--- src/adc_mux_pkg.sv ---
// Purpose: shared constants and types of the converter selection and result block
// Assumes: APB slave with 8-bit byte addresses, 32-bit data
// Notes: on behaviour below
//
// Notes on behaviour
// result bytes hold result after completion
// single-ended result is unsigned 10-bit code
// differential result is 10-bit two's complement
// result bit 9 is differential sign
// selection register at 0x7C, resets zero
// reference field decodes four reference sources
// reference change mid-conversion waits for completion
// left-align bit chooses result alignment
// alignment change shows in bytes immediately
// software uses 2.56V internal for differential
// same input on both differential terminals allowed
// shared pins stay quiet during conversion
// completion flag sets, cleared by one or vector
// channel change mid-conversion waits for completion
// byte layout for left and right alignment
package adc_mux_pkg;

   // ****************************************
   // register map
   // ****************************************
   localparam logic [7:0] ADDR_SEL      = 8'h7C;
   localparam logic [7:0] ADDR_RES_LO   = 8'h70;
   localparam logic [7:0] ADDR_RES_HI   = 8'h74;
   localparam logic [7:0] ADDR_CTRL     = 8'h78;
   localparam logic [7:0] ADDR_IRQ_ST   = 8'h68;
   localparam logic [7:0] ADDR_IRQ_MASK = 8'h6C;

   localparam int CTRL_FLAG_BIT  = 0;
   localparam int CTRL_BUSY_BIT  = 1;
   localparam int CTRL_START_BIT = 2;

   localparam logic [7:0] SEL_RESET    = 8'h00;
   localparam logic [9:0] RESULT_RESET = 10'h000;
   localparam logic [9:0] DIFF_ZERO    = 10'h200;

   // ****************************************
   // timing
   // ****************************************
   localparam int CLK_PERIOD_NS = 100;
   localparam int ADC_DIV       = 8;

   // ****************************************
   // types
   // ****************************************
   typedef struct packed {
      logic [1:0] referenceSelect;
      logic       leftAlignResult;
      logic [4:0] channelGainSelect;
   } sel_cfg_t;

   typedef enum logic [1:0] {
      REF_EXT      = 2'b00,
      REF_SUPPLY   = 2'b01,
      REF_INT_1V1  = 2'b10,
      REF_INT_2V56 = 2'b11
   } ref_sel_t;

   typedef enum logic [1:0] {
      GAIN_NONE = 2'b00,
      GAIN_1X   = 2'b01,
      GAIN_10X  = 2'b10,
      GAIN_200X = 2'b11
   } gain_t;

   typedef enum logic [1:0] {
      ST_IDLE  = 2'b00,
      ST_ARMED = 2'b01,
      ST_BUSY  = 2'b10
   } conv_state_t;

   typedef struct packed {
      logic        psel;
      logic        penable;
      logic        pwrite;
      logic [7:0]  paddr;
      logic [31:0] pwdata;
   } apb_req_t;

   typedef struct packed {
      logic [31:0] prdata;
      logic        pready;
      logic        pslverr;
   } apb_rsp_t;

endpackage

--- src/adc_clk_div.sv ---
// Purpose: one-cycle enable marking each converter clock edge
// Assumes: fixed division factor from the package
// Notes: the prescaler select is outside this block
`timescale 1ns/10ps
module adc_clk_div
   import adc_mux_pkg::*;
(
   // clock and reset
   input  wire logic clk_sys,
   input  wire logic sys_rst,
   // enable out
   output logic      adcTick
);
   logic [7:0] divCount_reg;
   logic       wrap;

   assign wrap = (divCount_reg == 8'(ADC_DIV - 1));

   always_ff @(posedge clk_sys or posedge sys_rst) begin
      if (sys_rst) begin
         divCount_reg <= 8'h00;
         adcTick      <= 1'b0;
      end else begin
         divCount_reg <= wrap ? 8'h00 : divCount_reg + 8'h01;
         adcTick      <= wrap;
      end
   end
endmodule

--- src/adc_result_format.sv ---
// Purpose: place the stored 10-bit result into the two result bytes
// Assumes: alignment bit taken live from the selection register
// Notes: purely combinational so an alignment change shows at once
`timescale 1ns/10ps
module adc_result_format (
   // stored result and alignment
   input  wire logic [9:0] result,
   input  wire logic       leftAlign,
   // byte view
   output logic      [7:0] resultHighByte,
   output logic      [7:0] resultLowByte
);
   // byte layout
   assign resultHighByte = leftAlign ? result[9:2] : {6'h00, result[9:8]};
   assign resultLowByte  = leftAlign ? {result[1:0], 6'h00} : result[7:0];
endmodule

--- src/adc_mux_result.sv ---
// Purpose: selection register, conversion hand-off and result bytes of the converter
// Assumes: the successive-approximation core runs on clk_sys and returns one code per
//          conversion with a one-cycle done pulse; differential codes come offset-binary
// Notes: registers on APB; one level interrupt for conversion complete
`timescale 1ns/10ps
module adc_mux_result
   import adc_mux_pkg::*;
(
   // clock and reset
   input  wire logic                   clk_sys,
   input  wire logic                   sys_rst,
   // register bus
   input  wire adc_mux_pkg::apb_req_t  apbReq,
   output adc_mux_pkg::apb_rsp_t       apbRsp,
   // converter core
   input  wire logic                   sarDone,
   input  wire logic [9:0]             sarCode,
   output logic                        convStart,
   output logic                        convBusy,
   // analog selection in use
   output adc_mux_pkg::ref_sel_t       refActive,
   output logic                        intRefEnable,
   output logic [4:0]                  chanActive,
   output logic                        diffActive,
   output adc_mux_pkg::gain_t          gainActive,
   // interrupt
   input  wire logic                   vectorAck,
   output logic                        irq
);
   import adc_mux_pkg::*;

   // ****************************************
   // channel decoding
   // ****************************************
   // pairs with equal inputs are valid differential codes
   function automatic logic chan_is_diff(input logic [4:0] ch);
      return (ch >= 5'h08) && (ch <= 5'h1D);
   endfunction

   function automatic gain_t chan_gain(input logic [4:0] ch);
      if (!chan_is_diff(ch))
         return GAIN_NONE;
      else if (ch[4:3] == 2'b01)
         return ch[1] ? GAIN_200X : GAIN_10X;
      else
         return GAIN_1X;
   endfunction

   // ****************************************
   // state
   // ****************************************
   sel_cfg_t    selReg;
   conv_state_t state_reg;
   conv_state_t state_next;
   logic [9:0]  resultReg;
   logic        flagReg;
   logic        irqStatusReg;
   logic        irqMaskReg;
   logic        irqSnapReg;
   logic        irqStatus_next;
   logic        adcTick;
   logic [7:0]  hiByte;
   logic [7:0]  loByte;
   logic [31:0] readData;
   logic        addrHit;

   wire setupPhase = apbReq.psel & ~apbReq.penable;
   wire accessDone = apbReq.psel & apbReq.penable & apbRsp.pready;
   wire wrDone     = accessDone & apbReq.pwrite & addrHit;
   wire rdDone     = accessDone & ~apbReq.pwrite;
   wire wrSel      = wrDone & (apbReq.paddr == ADDR_SEL);
   wire wrCtrl     = wrDone & (apbReq.paddr == ADDR_CTRL);
   wire wrMask     = wrDone & (apbReq.paddr == ADDR_IRQ_MASK);
   wire rdIrqSt    = rdDone & (apbReq.paddr == ADDR_IRQ_ST);
   wire startReq   = wrCtrl & apbReq.pwdata[CTRL_START_BIT];
   wire flagW1c    = wrCtrl & apbReq.pwdata[CTRL_FLAG_BIT];
   wire convEnd    = (state_reg == ST_BUSY) & sarDone;
   // selection follows register unless a conversion holds it
   wire selTrack   = (state_reg != ST_BUSY) | sarDone;

   adc_clk_div i_adc_clk_div (
      .clk_sys (clk_sys),
      .sys_rst (sys_rst),
      .adcTick (adcTick)
   );

   // live alignment from the register
   adc_result_format i_adc_result_format (
      .result         (resultReg),
      .leftAlign      (selReg.leftAlignResult),
      .resultHighByte (hiByte),
      .resultLowByte  (loByte)
   );

   // ****************************************
   // address decode
   // ****************************************
   always_comb begin
      addrHit  = 1'b1;
      readData = 32'h0000_0000;
      if (apbReq.paddr == ADDR_SEL)
         readData = {24'h00_0000, selReg};
      else if (apbReq.paddr == ADDR_RES_LO)
         readData = {24'h00_0000, loByte};
      else if (apbReq.paddr == ADDR_RES_HI)
         readData = {24'h00_0000, hiByte};
      else if (apbReq.paddr == ADDR_CTRL)
         readData = {30'h0000_0000, state_reg != ST_IDLE, flagReg};
      else if (apbReq.paddr == ADDR_IRQ_ST)
         readData = {31'h0000_0000, irqStatusReg};
      else if (apbReq.paddr == ADDR_IRQ_MASK)
         readData = {31'h0000_0000, irqMaskReg};
      else
         addrHit = 1'b0;
   end

   // ****************************************
   // bus answer
   // ****************************************
   // one wait-free access phase: ready is set for the cycle after setup
   always_ff @(posedge clk_sys or posedge sys_rst) begin
      if (sys_rst) begin
         apbRsp     <= '0;
         irqSnapReg <= 1'b0;
      end else begin
         apbRsp.pready  <= setupPhase;
         apbRsp.pslverr <= setupPhase & ~addrHit;
         if (setupPhase) begin
            apbRsp.prdata <= readData;
            irqSnapReg    <= irqStatusReg;
         end
      end
   end

   // ****************************************
   // selection register
   // ****************************************
   // read/write selection register
   always_ff @(posedge clk_sys or posedge sys_rst) begin
      if (sys_rst)
         selReg <= SEL_RESET;
      else if (wrSel)
         selReg <= apbReq.pwdata[7:0];
   end

   // locked copy used by the analog side
   always_ff @(posedge clk_sys or posedge sys_rst) begin
      if (sys_rst) begin
         refActive    <= REF_EXT;
         intRefEnable <= 1'b0;
         chanActive   <= 5'h00;
         diffActive   <= 1'b0;
         gainActive   <= GAIN_NONE;
      end else if (selTrack) begin
         refActive    <= ref_sel_t'(selReg.referenceSelect);
         // internal reference only off for the external pin
         intRefEnable <= (selReg.referenceSelect != REF_EXT);
         chanActive   <= selReg.channelGainSelect;
         diffActive   <= chan_is_diff(selReg.channelGainSelect);
         gainActive   <= chan_gain(selReg.channelGainSelect);
      end
   end

   // ****************************************
   // conversion sequence
   // ****************************************
   // conversion begins on the next converter clock edge after the request
   always_comb begin
      state_next = state_reg;
      case (state_reg)
         ST_IDLE: begin
            if (startReq)
               state_next = ST_ARMED;
         end
         ST_ARMED: begin
            if (adcTick)
               state_next = ST_BUSY;
         end
         ST_BUSY: begin
            if (sarDone)
               state_next = ST_IDLE;
         end
         default: state_next = ST_IDLE;
      endcase
   end

   always_ff @(posedge clk_sys or posedge sys_rst) begin
      if (sys_rst) begin
         state_reg <= ST_IDLE;
         convStart <= 1'b0;
         convBusy  <= 1'b0;
      end else begin
         state_reg <= state_next;
         convStart <= (state_reg == ST_ARMED) & adcTick;
         convBusy  <= (state_next == ST_BUSY);
      end
   end

   // ****************************************
   // result capture
   // ****************************************
   // store on completion only; diff code flips offset bit to sign
   always_ff @(posedge clk_sys or posedge sys_rst) begin
      if (sys_rst)
         resultReg <= RESULT_RESET;
      else if (convEnd)
         resultReg <= diffActive ? (sarCode ^ DIFF_ZERO) : sarCode;
   end

   // ****************************************
   // flag and interrupt
   // ****************************************
   // completion sets, write-one or vector clears the flag, status read clears the status, set wins
   assign irqStatus_next = convEnd | (irqStatusReg & ~(rdIrqSt & irqSnapReg));

   always_ff @(posedge clk_sys or posedge sys_rst) begin
      if (sys_rst) begin
         flagReg      <= 1'b0;
         irqStatusReg <= 1'b0;
         irqMaskReg   <= 1'b0;
         irq          <= 1'b0;
      end else begin
         flagReg      <= convEnd | (flagReg & ~(flagW1c | vectorAck));
         irqStatusReg <= irqStatus_next;
         if (wrMask)
            irqMaskReg <= apbReq.pwdata[0];
         irq <= irqStatus_next & (wrMask ? apbReq.pwdata[0] : irqMaskReg);
      end
   end

   // ****************************************
   // checks
   // ****************************************
   chk_flag_on_done: assert property (@(posedge clk_sys) disable iff (sys_rst)
      convEnd |=> flagReg)
      else $error("completion flag not set after done");

   chk_ref_locked: assert property (@(posedge clk_sys) disable iff (sys_rst)
      (state_reg == ST_BUSY) && !sarDone |=> $stable(refActive))
      else $error("reference moved during conversion");

   chk_ref_follow: assert property (@(posedge clk_sys) disable iff (sys_rst)
      (state_reg == ST_IDLE) |=> refActive == $past(selReg.referenceSelect))
      else $error("reference not tracking while idle");

   chk_chan_locked: assert property (@(posedge clk_sys) disable iff (sys_rst)
      (state_reg == ST_BUSY) && !sarDone ##1 (state_reg == ST_BUSY) |-> $stable(chanActive))
      else $error("channel moved during conversion");

   chk_int_ref: assert property (@(posedge clk_sys) disable iff (sys_rst)
      intRefEnable == (refActive != REF_EXT))
      else $error("internal reference enable wrong");

   chk_single_code: assert property (@(posedge clk_sys) disable iff (sys_rst)
      convEnd && !diffActive |=> resultReg == $past(sarCode))
      else $error("single-ended code altered");

   chk_diff_sign: assert property (@(posedge clk_sys) disable iff (sys_rst)
      convEnd && diffActive |=> resultReg[9] == !$past(sarCode[9]) && resultReg[8:0] == $past(sarCode[8:0]))
      else $error("differential sign wrong");

   chk_result_held: assert property (@(posedge clk_sys) disable iff (sys_rst)
      !convEnd |=> $stable(resultReg))
      else $error("result changed without completion");

   chk_sel_write: assert property (@(posedge clk_sys) disable iff (sys_rst)
      wrSel |=> selReg == $past(apbReq.pwdata[7:0]))
      else $error("selection write lost");

   chk_left_layout: assert property (@(posedge clk_sys) disable iff (sys_rst)
      selReg.leftAlignResult |-> hiByte == resultReg[9:2] && loByte == {resultReg[1:0], 6'h00})
      else $error("left layout wrong");

   chk_right_layout: assert property (@(posedge clk_sys) disable iff (sys_rst)
      !selReg.leftAlignResult |-> hiByte == {6'h00, resultReg[9:8]} && loByte == resultReg[7:0])
      else $error("right layout wrong");

   chk_start_edge: assert property (@(posedge clk_sys) disable iff (sys_rst)
      convStart |-> $past(adcTick) && $past(state_reg == ST_ARMED))
      else $error("start not on converter clock edge");

   chk_bus_ready: assert property (@(posedge clk_sys) disable iff (sys_rst)
      setupPhase |=> apbRsp.pready)
      else $error("no ready after setup");

   chk_bus_error: assert property (@(posedge clk_sys) disable iff (sys_rst)
      setupPhase && !addrHit |=> apbRsp.pslverr && apbRsp.prdata == 32'h0000_0000)
      else $error("unmapped access not refused");

   chk_irq_level: assert property (@(posedge clk_sys) disable iff (sys_rst)
      irq == (irqStatusReg & irqMaskReg))
      else $error("interrupt level wrong");

   chk_flag_clear: assert property (@(posedge clk_sys) disable iff (sys_rst)
      flagReg && !convEnd && (flagW1c || vectorAck) |=> !flagReg)
      else $error("completion flag not cleared");

   chk_busy_end: assert property (@(posedge clk_sys) disable iff (sys_rst)
      convEnd |=> !convBusy)
      else $error("busy still set after completion");

   chk_gain_decode: assert property (@(posedge clk_sys) disable iff (sys_rst)
      diffActive == (gainActive != GAIN_NONE))
      else $error("gain without differential channel");

endmodule

--- config.mk ---
export PLATFORM = sky130hd
export DESIGN_NAME = adc_mux_result
export DESIGN_NICKNAME = d
export VERILOG_FILES = /design/src/adc_mux_pkg.sv /design/src/adc_clk_div.sv /design/src/adc_result_format.sv /design/src/adc_mux_result.sv
export SDC_FILE = /design/constraint.sdc
export NUM_CORES = 1
export LEC_CHECK = 0
export BUFFER_PORTS_ARGS = -buffer_cell sky130_fd_sc_hd__buf_2
export CAP_MARGIN = 20
export CORE_MARGIN = 4
export CORE_UTILIZATION = 45
export CTS_CLUSTER_SIZE = 25
export DETAILED_ROUTE_END_ITERATION = 16
export PLACE_DENSITY_LB_ADDON = 0.08
export SYNTH_ARGS = -nofsm -noshare
export SYNTH_HDL_FRONTEND = slang
export SYNTH_HIERARCHICAL = 1
export SYNTH_SLANG_ARGS = --single-unit
--- constraint.sdc ---
create_clock -name clk_sys -period 2.6 [get_ports clk_sys]
set_input_delay 0.13 -clock clk_sys [delete_from_list [all_inputs] [get_ports clk_sys]]
set_output_delay 0.13 -clock clk_sys [all_outputs]
set_load 0.02 [all_outputs]
==> results.cfg, run 1 <==
[outcome]
outcome = complete, no violations

[flow_run]
maxCapViolations = 0

[synth]
synth_fa_ha_area_share_pct = 0.441
ys_warn_count = 6
ys_ff_latch = 57
synth.cell_area_um2 = 2840
synth_edf_count = 0
synth_top_area_share_pct = 50.2
synth-xor-area-share_pct = 1.85
synth.mux.area_fraction_pct = 15.0
async_flop_share_pct = 100
yosysSeqAreaShare_pct = 50.2
synth.most_common_cell = dfrtp_1
netlist_instances = 248
synth_top_family_by_area = simple AND/OR/NAND/NOR gates
synth_top_area_cell = dfrtp_1
synthTopCellsByArea = dfrtp_1 50%, mux2_2 10%, buf_4 6.6%
synth_flop_cell = dfrtp_1
synth_cell_types = 42
synthSimpleGateAreaFrac_pct = 15.7
synth_compound_area_share_pct = 7.54
syn_area_per_cell_um2 = 11.4
synth_common_cells = 57 x dfrtp_1, 26 x mux2_2, 25 x buf_4

[grt]
grt_use_met1_pct = 21.4
grt_max_degree = 49
top_usage_layer = met2
grt_remaining_overflow = 0
grt_use_met3_pct = 6.43
grt_pass1_vias = 1811
grtUsageMet2_pct = 21.6
antenna_found_initial = 0
track_usage_pct = 15.7
grt_pass1_wl_um = 8980

[floorplanning]
fp.dieW_um = 87.4
pin_count = 105
num_rows = 28
die_y_um = 87.4
start_util_pct = 47.1
die-area_um2 = 7640
core_area_um2 = 6030

[timing]
max_freq_mhz = 542
layout_min_cycle_time_ns = 1.84
slew_viol_final = 0
setup_tns_ns = 0
rsz0062_at_grt = no
setup_viol = 0
worst_slack_ns = 0.756
max_slew_margin_pct = 57.8
fin_crit_sh_pct = 70.9
hold_violations = 0
tightest_slew_ns = 0.632
skew_ns = 0.00925

[critical_path]
end_kind = register
critPathArrivalTime_ns = 2.06
worst_setup_path_start_kind = register
path_class = register to register
worst_ep_required_time_ns = 2.82
cp_max_fo = 18

[finish]
seq_area_um2 = 1430
largestRegisters = apbRsp (10), resultReg (10)
fin_nets = 366
drive_gt1_share_pct = 36.3
multi_input_area_um2 = 1240
antenna_cells = 0
design_area_um2 = 3300
syn_to_final_growth_pct = 16.3
fillers = 564

[route]
detail_route.first_pass.iterations = 4
drc_errors = 0
drt_iter0_drc = 107
wl_per_cell_um = 14.5
ant_nets = 0
avgViaCountPerCell = 4.92
vias = 1900
drt_wl_total_um = 5600

[power_and_ir_drop]
power_frac_seq_pct = 47.6
p_clk_share_pct = 43.9
power.density_nw_per_um2 = 592
power.total_mw = 1.95
p_sw_share_pct = 22.9
switching_power_mw = 0.447
leakagePower_nw = 1.75
p_comb_share_pct = 8.5
intPower_mw = 1.51
vdd_ir_drop_max_mv = 0.316

[hold_path]
hp-class = primary input to register

[clock_network]
cts-root-buf = clkbuf_8
cts_hold_buf = 1
clk_latency_ns = 0.33
cts_setup_buffers = 0
htreeDepth = 3
numCtsBuffers = 9
clk_pin_slew_ns = 0.07
cts_buffer_depth = 2
cts_tree = yes
cts.sinks = 57
ctsResizeCount = 0

[place]
place_ws_ns = 0.781
hpwlAfterDp_um = 4110
gp_congestion = 0.772
port_buffers = 56
post_dp_cell_area_um2 = 3070
[power by group through the flow]
stage / sequential [mW] / clock, mW / combinational [mW]
5_1_grt: 0.935 / 0.918 / 0.185
3_3_place_gp: 0.947 / 0 / 0.161
2_1_floorplan: 0.943 / 0 / 0.143
6_report: 0.931 / 0.858 / 0.165
4_1_cts: 0.931 / 0.885 / 0.163
3_5_place_dp: 0.947 / 0 / 0.162
[through the flow]
step	utilization [%]	hold slack (ns)	instances
final	54.8	0.0219	386
after global routing	54.8	0.00378	386
after CTS	54.5	0.00588	385
after detailed placement	51.0	0.123	370
after global placement	51.0	0.125	370
after floorplan	-	-0.0421	271
[critical path, cell delays in order, from the launching register on]
cell and delay, ns:
dfrtp_1 0.71, mux2_4 0.34, mux4_2 0.47, a22o_1 0.21
[placed cells by master, fill, tap and decap left out, types with 2 or more instances in the layout]
cell / n
conb_1: 24
nand3_1: 7
nand4_1: 4
o211ai_1: 2
a21oi_1: 3
nand2_1: 20
mux2_4: 4
dfrtp_1: 57
nand2b_1: 3
a21o_1: 2
clkinv_2: 2
mux2i_1: 5
and3_1: 4
buf_2: 56
or2_2: 4
mux2_2: 26
a22o_1: 9
nand4b_1: 2
o21ai_0: 13
nor2_1: 6
inv_1: 4
buf_4: 2
and2_1: 7
bufinv_16: 2
nor2b_1: 9
xor2_1: 3
clkbuf_8: 9
xnor2_1: 3
[cells by family after synthesis]
kind of cell | after synthesis
muxes | 36
AOI/OAI and AO/OA | 32
xor gates and xnor gates | 6
other | 1
adders and majority gates | 1
and+or+nand+nor | 76
buffers and inverters | 39
DFF | 57
[final cells by class]
| type | count | area share (%) |
|---|---|---|
| Clock buffer | 10 | 3.87 |
| Clock inverter | 4 | 2.12 |
| Inverter | 5 | 0.568 |
| Multi-Input combinational cell | 175 | 37.6 |
| Sequential cell | 57 | 43.2 |
| Tap cell | 75 | 2.84 |
| Timing Repair Buffer | 60 | 9.85 |
[layer usage]
layer	wire, um	up-vias	part of all wire [%]
met5	0	-	0
met4	90	0	1.6
met3	442	11	7.9
met2	2480	56	44
met1	2590	902	46
li1	-	931	-
[path summary, 6_finish.rpt]
| path | start | endpoint | slack (ns) | depth (start not counted) |
|---|---|---|---|---|
| setup / recovery | selReg[5] | apbRsp[3] | 0.76 | 3 |
| hold / removal | sarCode[8] | resultReg[8] | 0.02 | 2 |
| setup reg to reg | selReg[5] | apbRsp[3] | 0.76 | 3 |
| hold reg to reg | apbRsp[2] | apbRsp[2] | 0.47 | 2 |
| max in group asynchronous | sys_rst | apbRsp[2] | 1.93 | 4 |
| min in group asynchronous | sys_rst | gainActive[0] | 0.22 | 3 |
Power figures use the tool's default switching activity.
==> inputs of run 2 (changes only) <==
Clock period 2.6 ns to 1.9 ns, I/O delays scaled along.
==> results.cfg, run 2 (same netlist as run 1, synthesis figures left out) <==
[critical_path]
crit_end = selReg[7]
r2r_start = apbRsp[1]
cp_max_fo = 8
regToRegSetupSlack_ns = 0.30
worst_setup_path_start_kind = register
worst_r2r_path_depth = 4
regToRegEndpoint = selReg[7]
worst_ep_required_time_ns = 2.12
end_kind = register
critPathArrivalTime_ns = 1.82
path_class = register to register
startpoint = apbRsp[1]

[power_and_ir_drop]
power.density_nw_per_um2 = 827
p_sw_share_pct = 22.0
p_comb_share_pct = 8.7
leakagePower_nw = 1.84
p_clk_share_pct = 47.5
switching_power_mw = 0.639
power_frac_seq_pct = 43.8
intPower_mw = 2.27
vdd_ir_drop_max_mv = 0.430

[timing]
fin_hold_ws_ns = 0.0201
setup_viol = 0
max_freq_mhz = 624
fin_crit_sh_pct = 84.3
slew_viol_final = 0
skew_ns = 0.00605
rsz0062_at_grt = no
layout_min_cycle_time_ns = 1.60
setup_tns_ns = 0
hold_violations = 0

[grt]
antenna_found_initial = 0
track_usage_pct = 15.9
grt_remaining_overflow = 0
grt_max_degree = 29
grt_pass1_vias = 1952
grt_pass1_wl_um = 9320

[clock_network]
htreeDepth = 3
cts_buffer_depth = 2
clk_latency_ns = 0.33
numCtsBuffers = 9
cts-root-buf = clkbuf_8
ctsResizeCount = 0
clk_pin_slew_ns = 0.07
cts.sinks = 57
cts_tree = yes

[finish]
multi_input_area_um2 = 1240
final_cell_mix = 57 x dfrtp_1, 56 x buf_2, 26 x mux2_2, 24 x conb_1, 20 x nand2_1
fillers = 533
layout.cells.non_filler = 405
layout_commonest_cell = dfrtp_1
drive_gt1_share_pct = 35.5
seq_area_um2 = 1430
antenna_cells = 0
largestRegisters = apbRsp (10), resultReg (10)
design_area_um2 = 3510
final_core_util_pct = 58.3
fin_nets = 383
syn_to_final_growth_pct = 23.8

[place]
port_buffers = 56
placed_cells = 373
gp_congestion = 0.778
hpwlAfterDp_um = 4190
post_dp_cell_area_um2 = 3110

[route]
drt_wl_total_um = 5710
drc_errors = 0
vias = 1958
avgViaCountPerCell = 4.83
ant_nets = 0
detail_route.first_pass.iterations = 4
wl_per_cell_um = 14.1
drt_iter0_drc = 59

[floorplanning]
fp.dieW_um = 87.4
start_util_pct = 47.1
num_rows = 28
pin_count = 105
die-area_um2 = 7640
die_y_um = 87.4
core_area_um2 = 6030

[flow_run]
maxCapViolations = 0

[hold_path]
hp-class = primary input to register

[outcome]
outcome = complete, no violations
## run 2: power groups by stage
stage          Combinational (mW)  Sequential, mW  Clock [mW]
3_5_place_dp                0.229            1.30           0
4_1_cts                     0.254            1.27        1.42
2_1_floorplan               0.196            1.29           0
5_1_grt                     0.281            1.28        1.48
3_3_place_gp                0.227            1.30           0
6_report                    0.251            1.27        1.38
## run 2: metrics by stage
step | setup WS [ns] | power, mW
2_1_floorplan | 0.348 | 1.49
3_3_place_gp | 0.285 | 1.52
3_5_place_dp | 0.296 | 1.52
4_1_cts | 0.302 | 2.95
5_1_grt | 0.220 | 3.03
6_report | 0.299 | 2.91
## run 2: how the worst min path moves through the flow
stage | cells past startpoint | start | slack [ns] | to
detailed placement | 2 | sys_rst | 0.08 | i_adc_clk_div/divCount_reg[1]
global placement | 2 | sys_rst | 0.09 | i_adc_clk_div/divCount_reg[0]
finish | 2 | apbReq[2] | 0.02 | selReg[2]
floorplan | 1 | sys_rst | -0.08 | i_adc_clk_div/adcTick
global route | 2 | apbReq[2] | 0.01 | selReg[2]
CTS | 2 | apbReq[2] | 0.003 | selReg[2]
## run 2: timing repair
item / in CTS / in global routing
setup endpoints to repair: 0 / 0
buffers inserted: 0 / 0
endpoints found under the hold margin: 44 / 0
hold buffers: 16 / 0
## run 2: metal layers
metal	up-vias	routed length, um	track usage, %
met2	56	2580	23.7
met4	0	73	5.02
li1	971	-	-
met1	921	2690	21.3
met5	-	0	0
met3	10	369	6.34
## run 2: final cells by class
type | instances | share of cell area (%)
multi-input cells | 175 | 35.3
repair buffers | 77 | 14.0
well taps | 75 | 2.67
inverters | 5 | 0.534
clock inverters | 5 | 2.92
flip-flops and latches | 57 | 40.6
clock buffers | 11 | 4.02
## run 2: worst max-delay path, cell delays in order, from the launching register on
cell,delay [ns]
dfrtp_1,0.34
and4_1,0.27
nand3_1,0.11
nor2_2,0.39
mux2_2,0.39
==> inputs of run 3 (changes only) <==
Settings changed: CORE_UTILIZATION 45 to 44.
Clock period 1.9 ns to 1.3 ns, I/O delays scaled along.
==> results.cfg, run 3 (same netlist as run 1, synthesis figures left out) <==
[route]
avgViaCountPerCell = 4.79
drc_errors = 0
vias = 2054
drt_wl_total_um = 6140
ant_nets = 0
drt_iter0_drc = 83
wl_per_cell_um = 14.3
detail_route.first_pass.iterations = 4

[floorplanning]
num_rows = 29
die-area_um2 = 7800
core_area_um2 = 6310
fp.dieW_um = 88.3
start_util_pct = 45.0
pin_count = 105
die_y_um = 88.3

[critical_path]
cp_max_fo = 2
end_kind = register
critPathArrivalTime_ns = 1.67
worst_r2r_path_depth = 3
worst_ep_required_time_ns = 1.52
path_class = register to register
worst_setup_path_start_kind = register

[hold_path]
hp-class = primary input to register
worstHoldPathCells = 3

[power_and_ir_drop]
vdd_ir_drop_max_mv = 0.561
power.density_nw_per_um2 = 998
leakagePower_nw = 1.95

[grt]
grt_max_degree = 32
grt_pass1_wl_um = 9710
grt_pass1_vias = 2076
antenna_found_initial = 0
grt_remaining_overflow = 0
track_usage_pct = 16.6

[timing]
hold_violations = 0
max_freq_mhz = 686
layout_min_cycle_time_ns = 1.46
skew_ns = 0.00363
worst_slack_ns = -0.157
setup_viol = 14
slew_viol_final = 0
fin_crit_sh_pct = 112
rsz0062_at_grt = yes

[finish]
fin_nets = 405
syn_to_final_growth_pct = 31.4
drive_gt1_share_pct = 39.2
final_core_util_pct = 59.1
layout.cells.non_filler = 429
final_cell_mix = 56 x dfrtp_1, 56 x buf_2, 24 x conb_1, 20 x nand2_1
largestRegisters = apbRsp (10), resultReg (10)
antenna_cells = 0

[clock_network]
cts_setup_buffers = 0
clk_latency_ns = 0.33
clk_pin_slew_ns = 0.06
cts-root-buf = clkbuf_8
cts.sinks = 57
htreeDepth = 3
numCtsBuffers = 9
cts_buffer_depth = 2
cts_tree = yes

[outcome]
outcome = finished with violations
violations = negative setup slack

[place]
gp_congestion = 0.755
port_buffers = 56
hpwlAfterDp_um = 4510
placed_cells = 394

[flow_run]
maxCapViolations = 0
## run 3: stage by stage
| step | cell area [um2] | setup WS [ns] | TNS (ns) | hold WS (ns) | total power [mW] |
|---|---|---|---|---|---|
| floorplan | 2970 | -0.234 | -1.44 | -0.107 | 2.18 |
| global placement | 3310 | -0.114 | -0.972 | 0.0560 | 2.25 |
| CTS | 3710 | -0.167 | -1.35 | 0.00227 | 3.77 |
| global route | 3730 | -0.208 | -2.50 | 0.00390 | 3.91 |
| finish | 3730 | -0.157 | -1.11 | 0.0143 | 3.72 |
| detailed placement | 3310 | -0.148 | -1.23 | 0.0585 | 2.25 |
## run 3: cell type report
class	instances	area, um2
well taps	77	96.3
inverters	5	18.8
clock inverters	3	15.0
clock buffers	13	159
repair buffers	99	691
multi-input cells	175	1320
flip-flops and latches	57	1430
fillers	536	2580
## run 3: final timing paths
kind / from / to / slack (ns)
setup / recovery: selReg[5] / apbRsp[3] / -0.16
hold / removal: sarCode[9] / resultReg[9] / 0.01
setup reg to reg: selReg[5] / apbRsp[3] / -0.16
hold reg to reg: i_adc_clk_div/divCount_reg[0] / i_adc_clk_div/divCount_reg[0] / 0.48
max in group asynchronous: sys_rst / apbRsp[1] / 0.59
min in group asynchronous: sys_rst / i_adc_clk_div/divCount_reg[4] / 0.26
## run 3: routing by layer
layer  vias up  track usage, %  share of wire (%)
met1       971            22.0                 47
met3         6            5.59                6.7
li1       1019               -                  -
met5         -               0                  0
met2        58            25.4                 45
met4         0            6.59                1.2
## run 3: worst max-delay path, stage by stage (launching register included)
cell     delay (ns)
dfrtp_1        0.40
mux2_4         0.30
mux4_2         0.46
a22o_1         0.19
## run 3: power breakdown
part / switching, mW / internal, mW / total, mW
logic: 0.213 / 0.189 / 0.402
registers: 0.0336 / 1.83 / 1.86
clock network: 0.673 / 0.787 / 1.46
## run 3: repair_timing
action                                 CTS  global route
pin swaps                                2             1
gates resized for setup                 12             2
hold buffers                            18             1
endpoints found under the hold margin   74             1
setup endpoints to repair               22            32
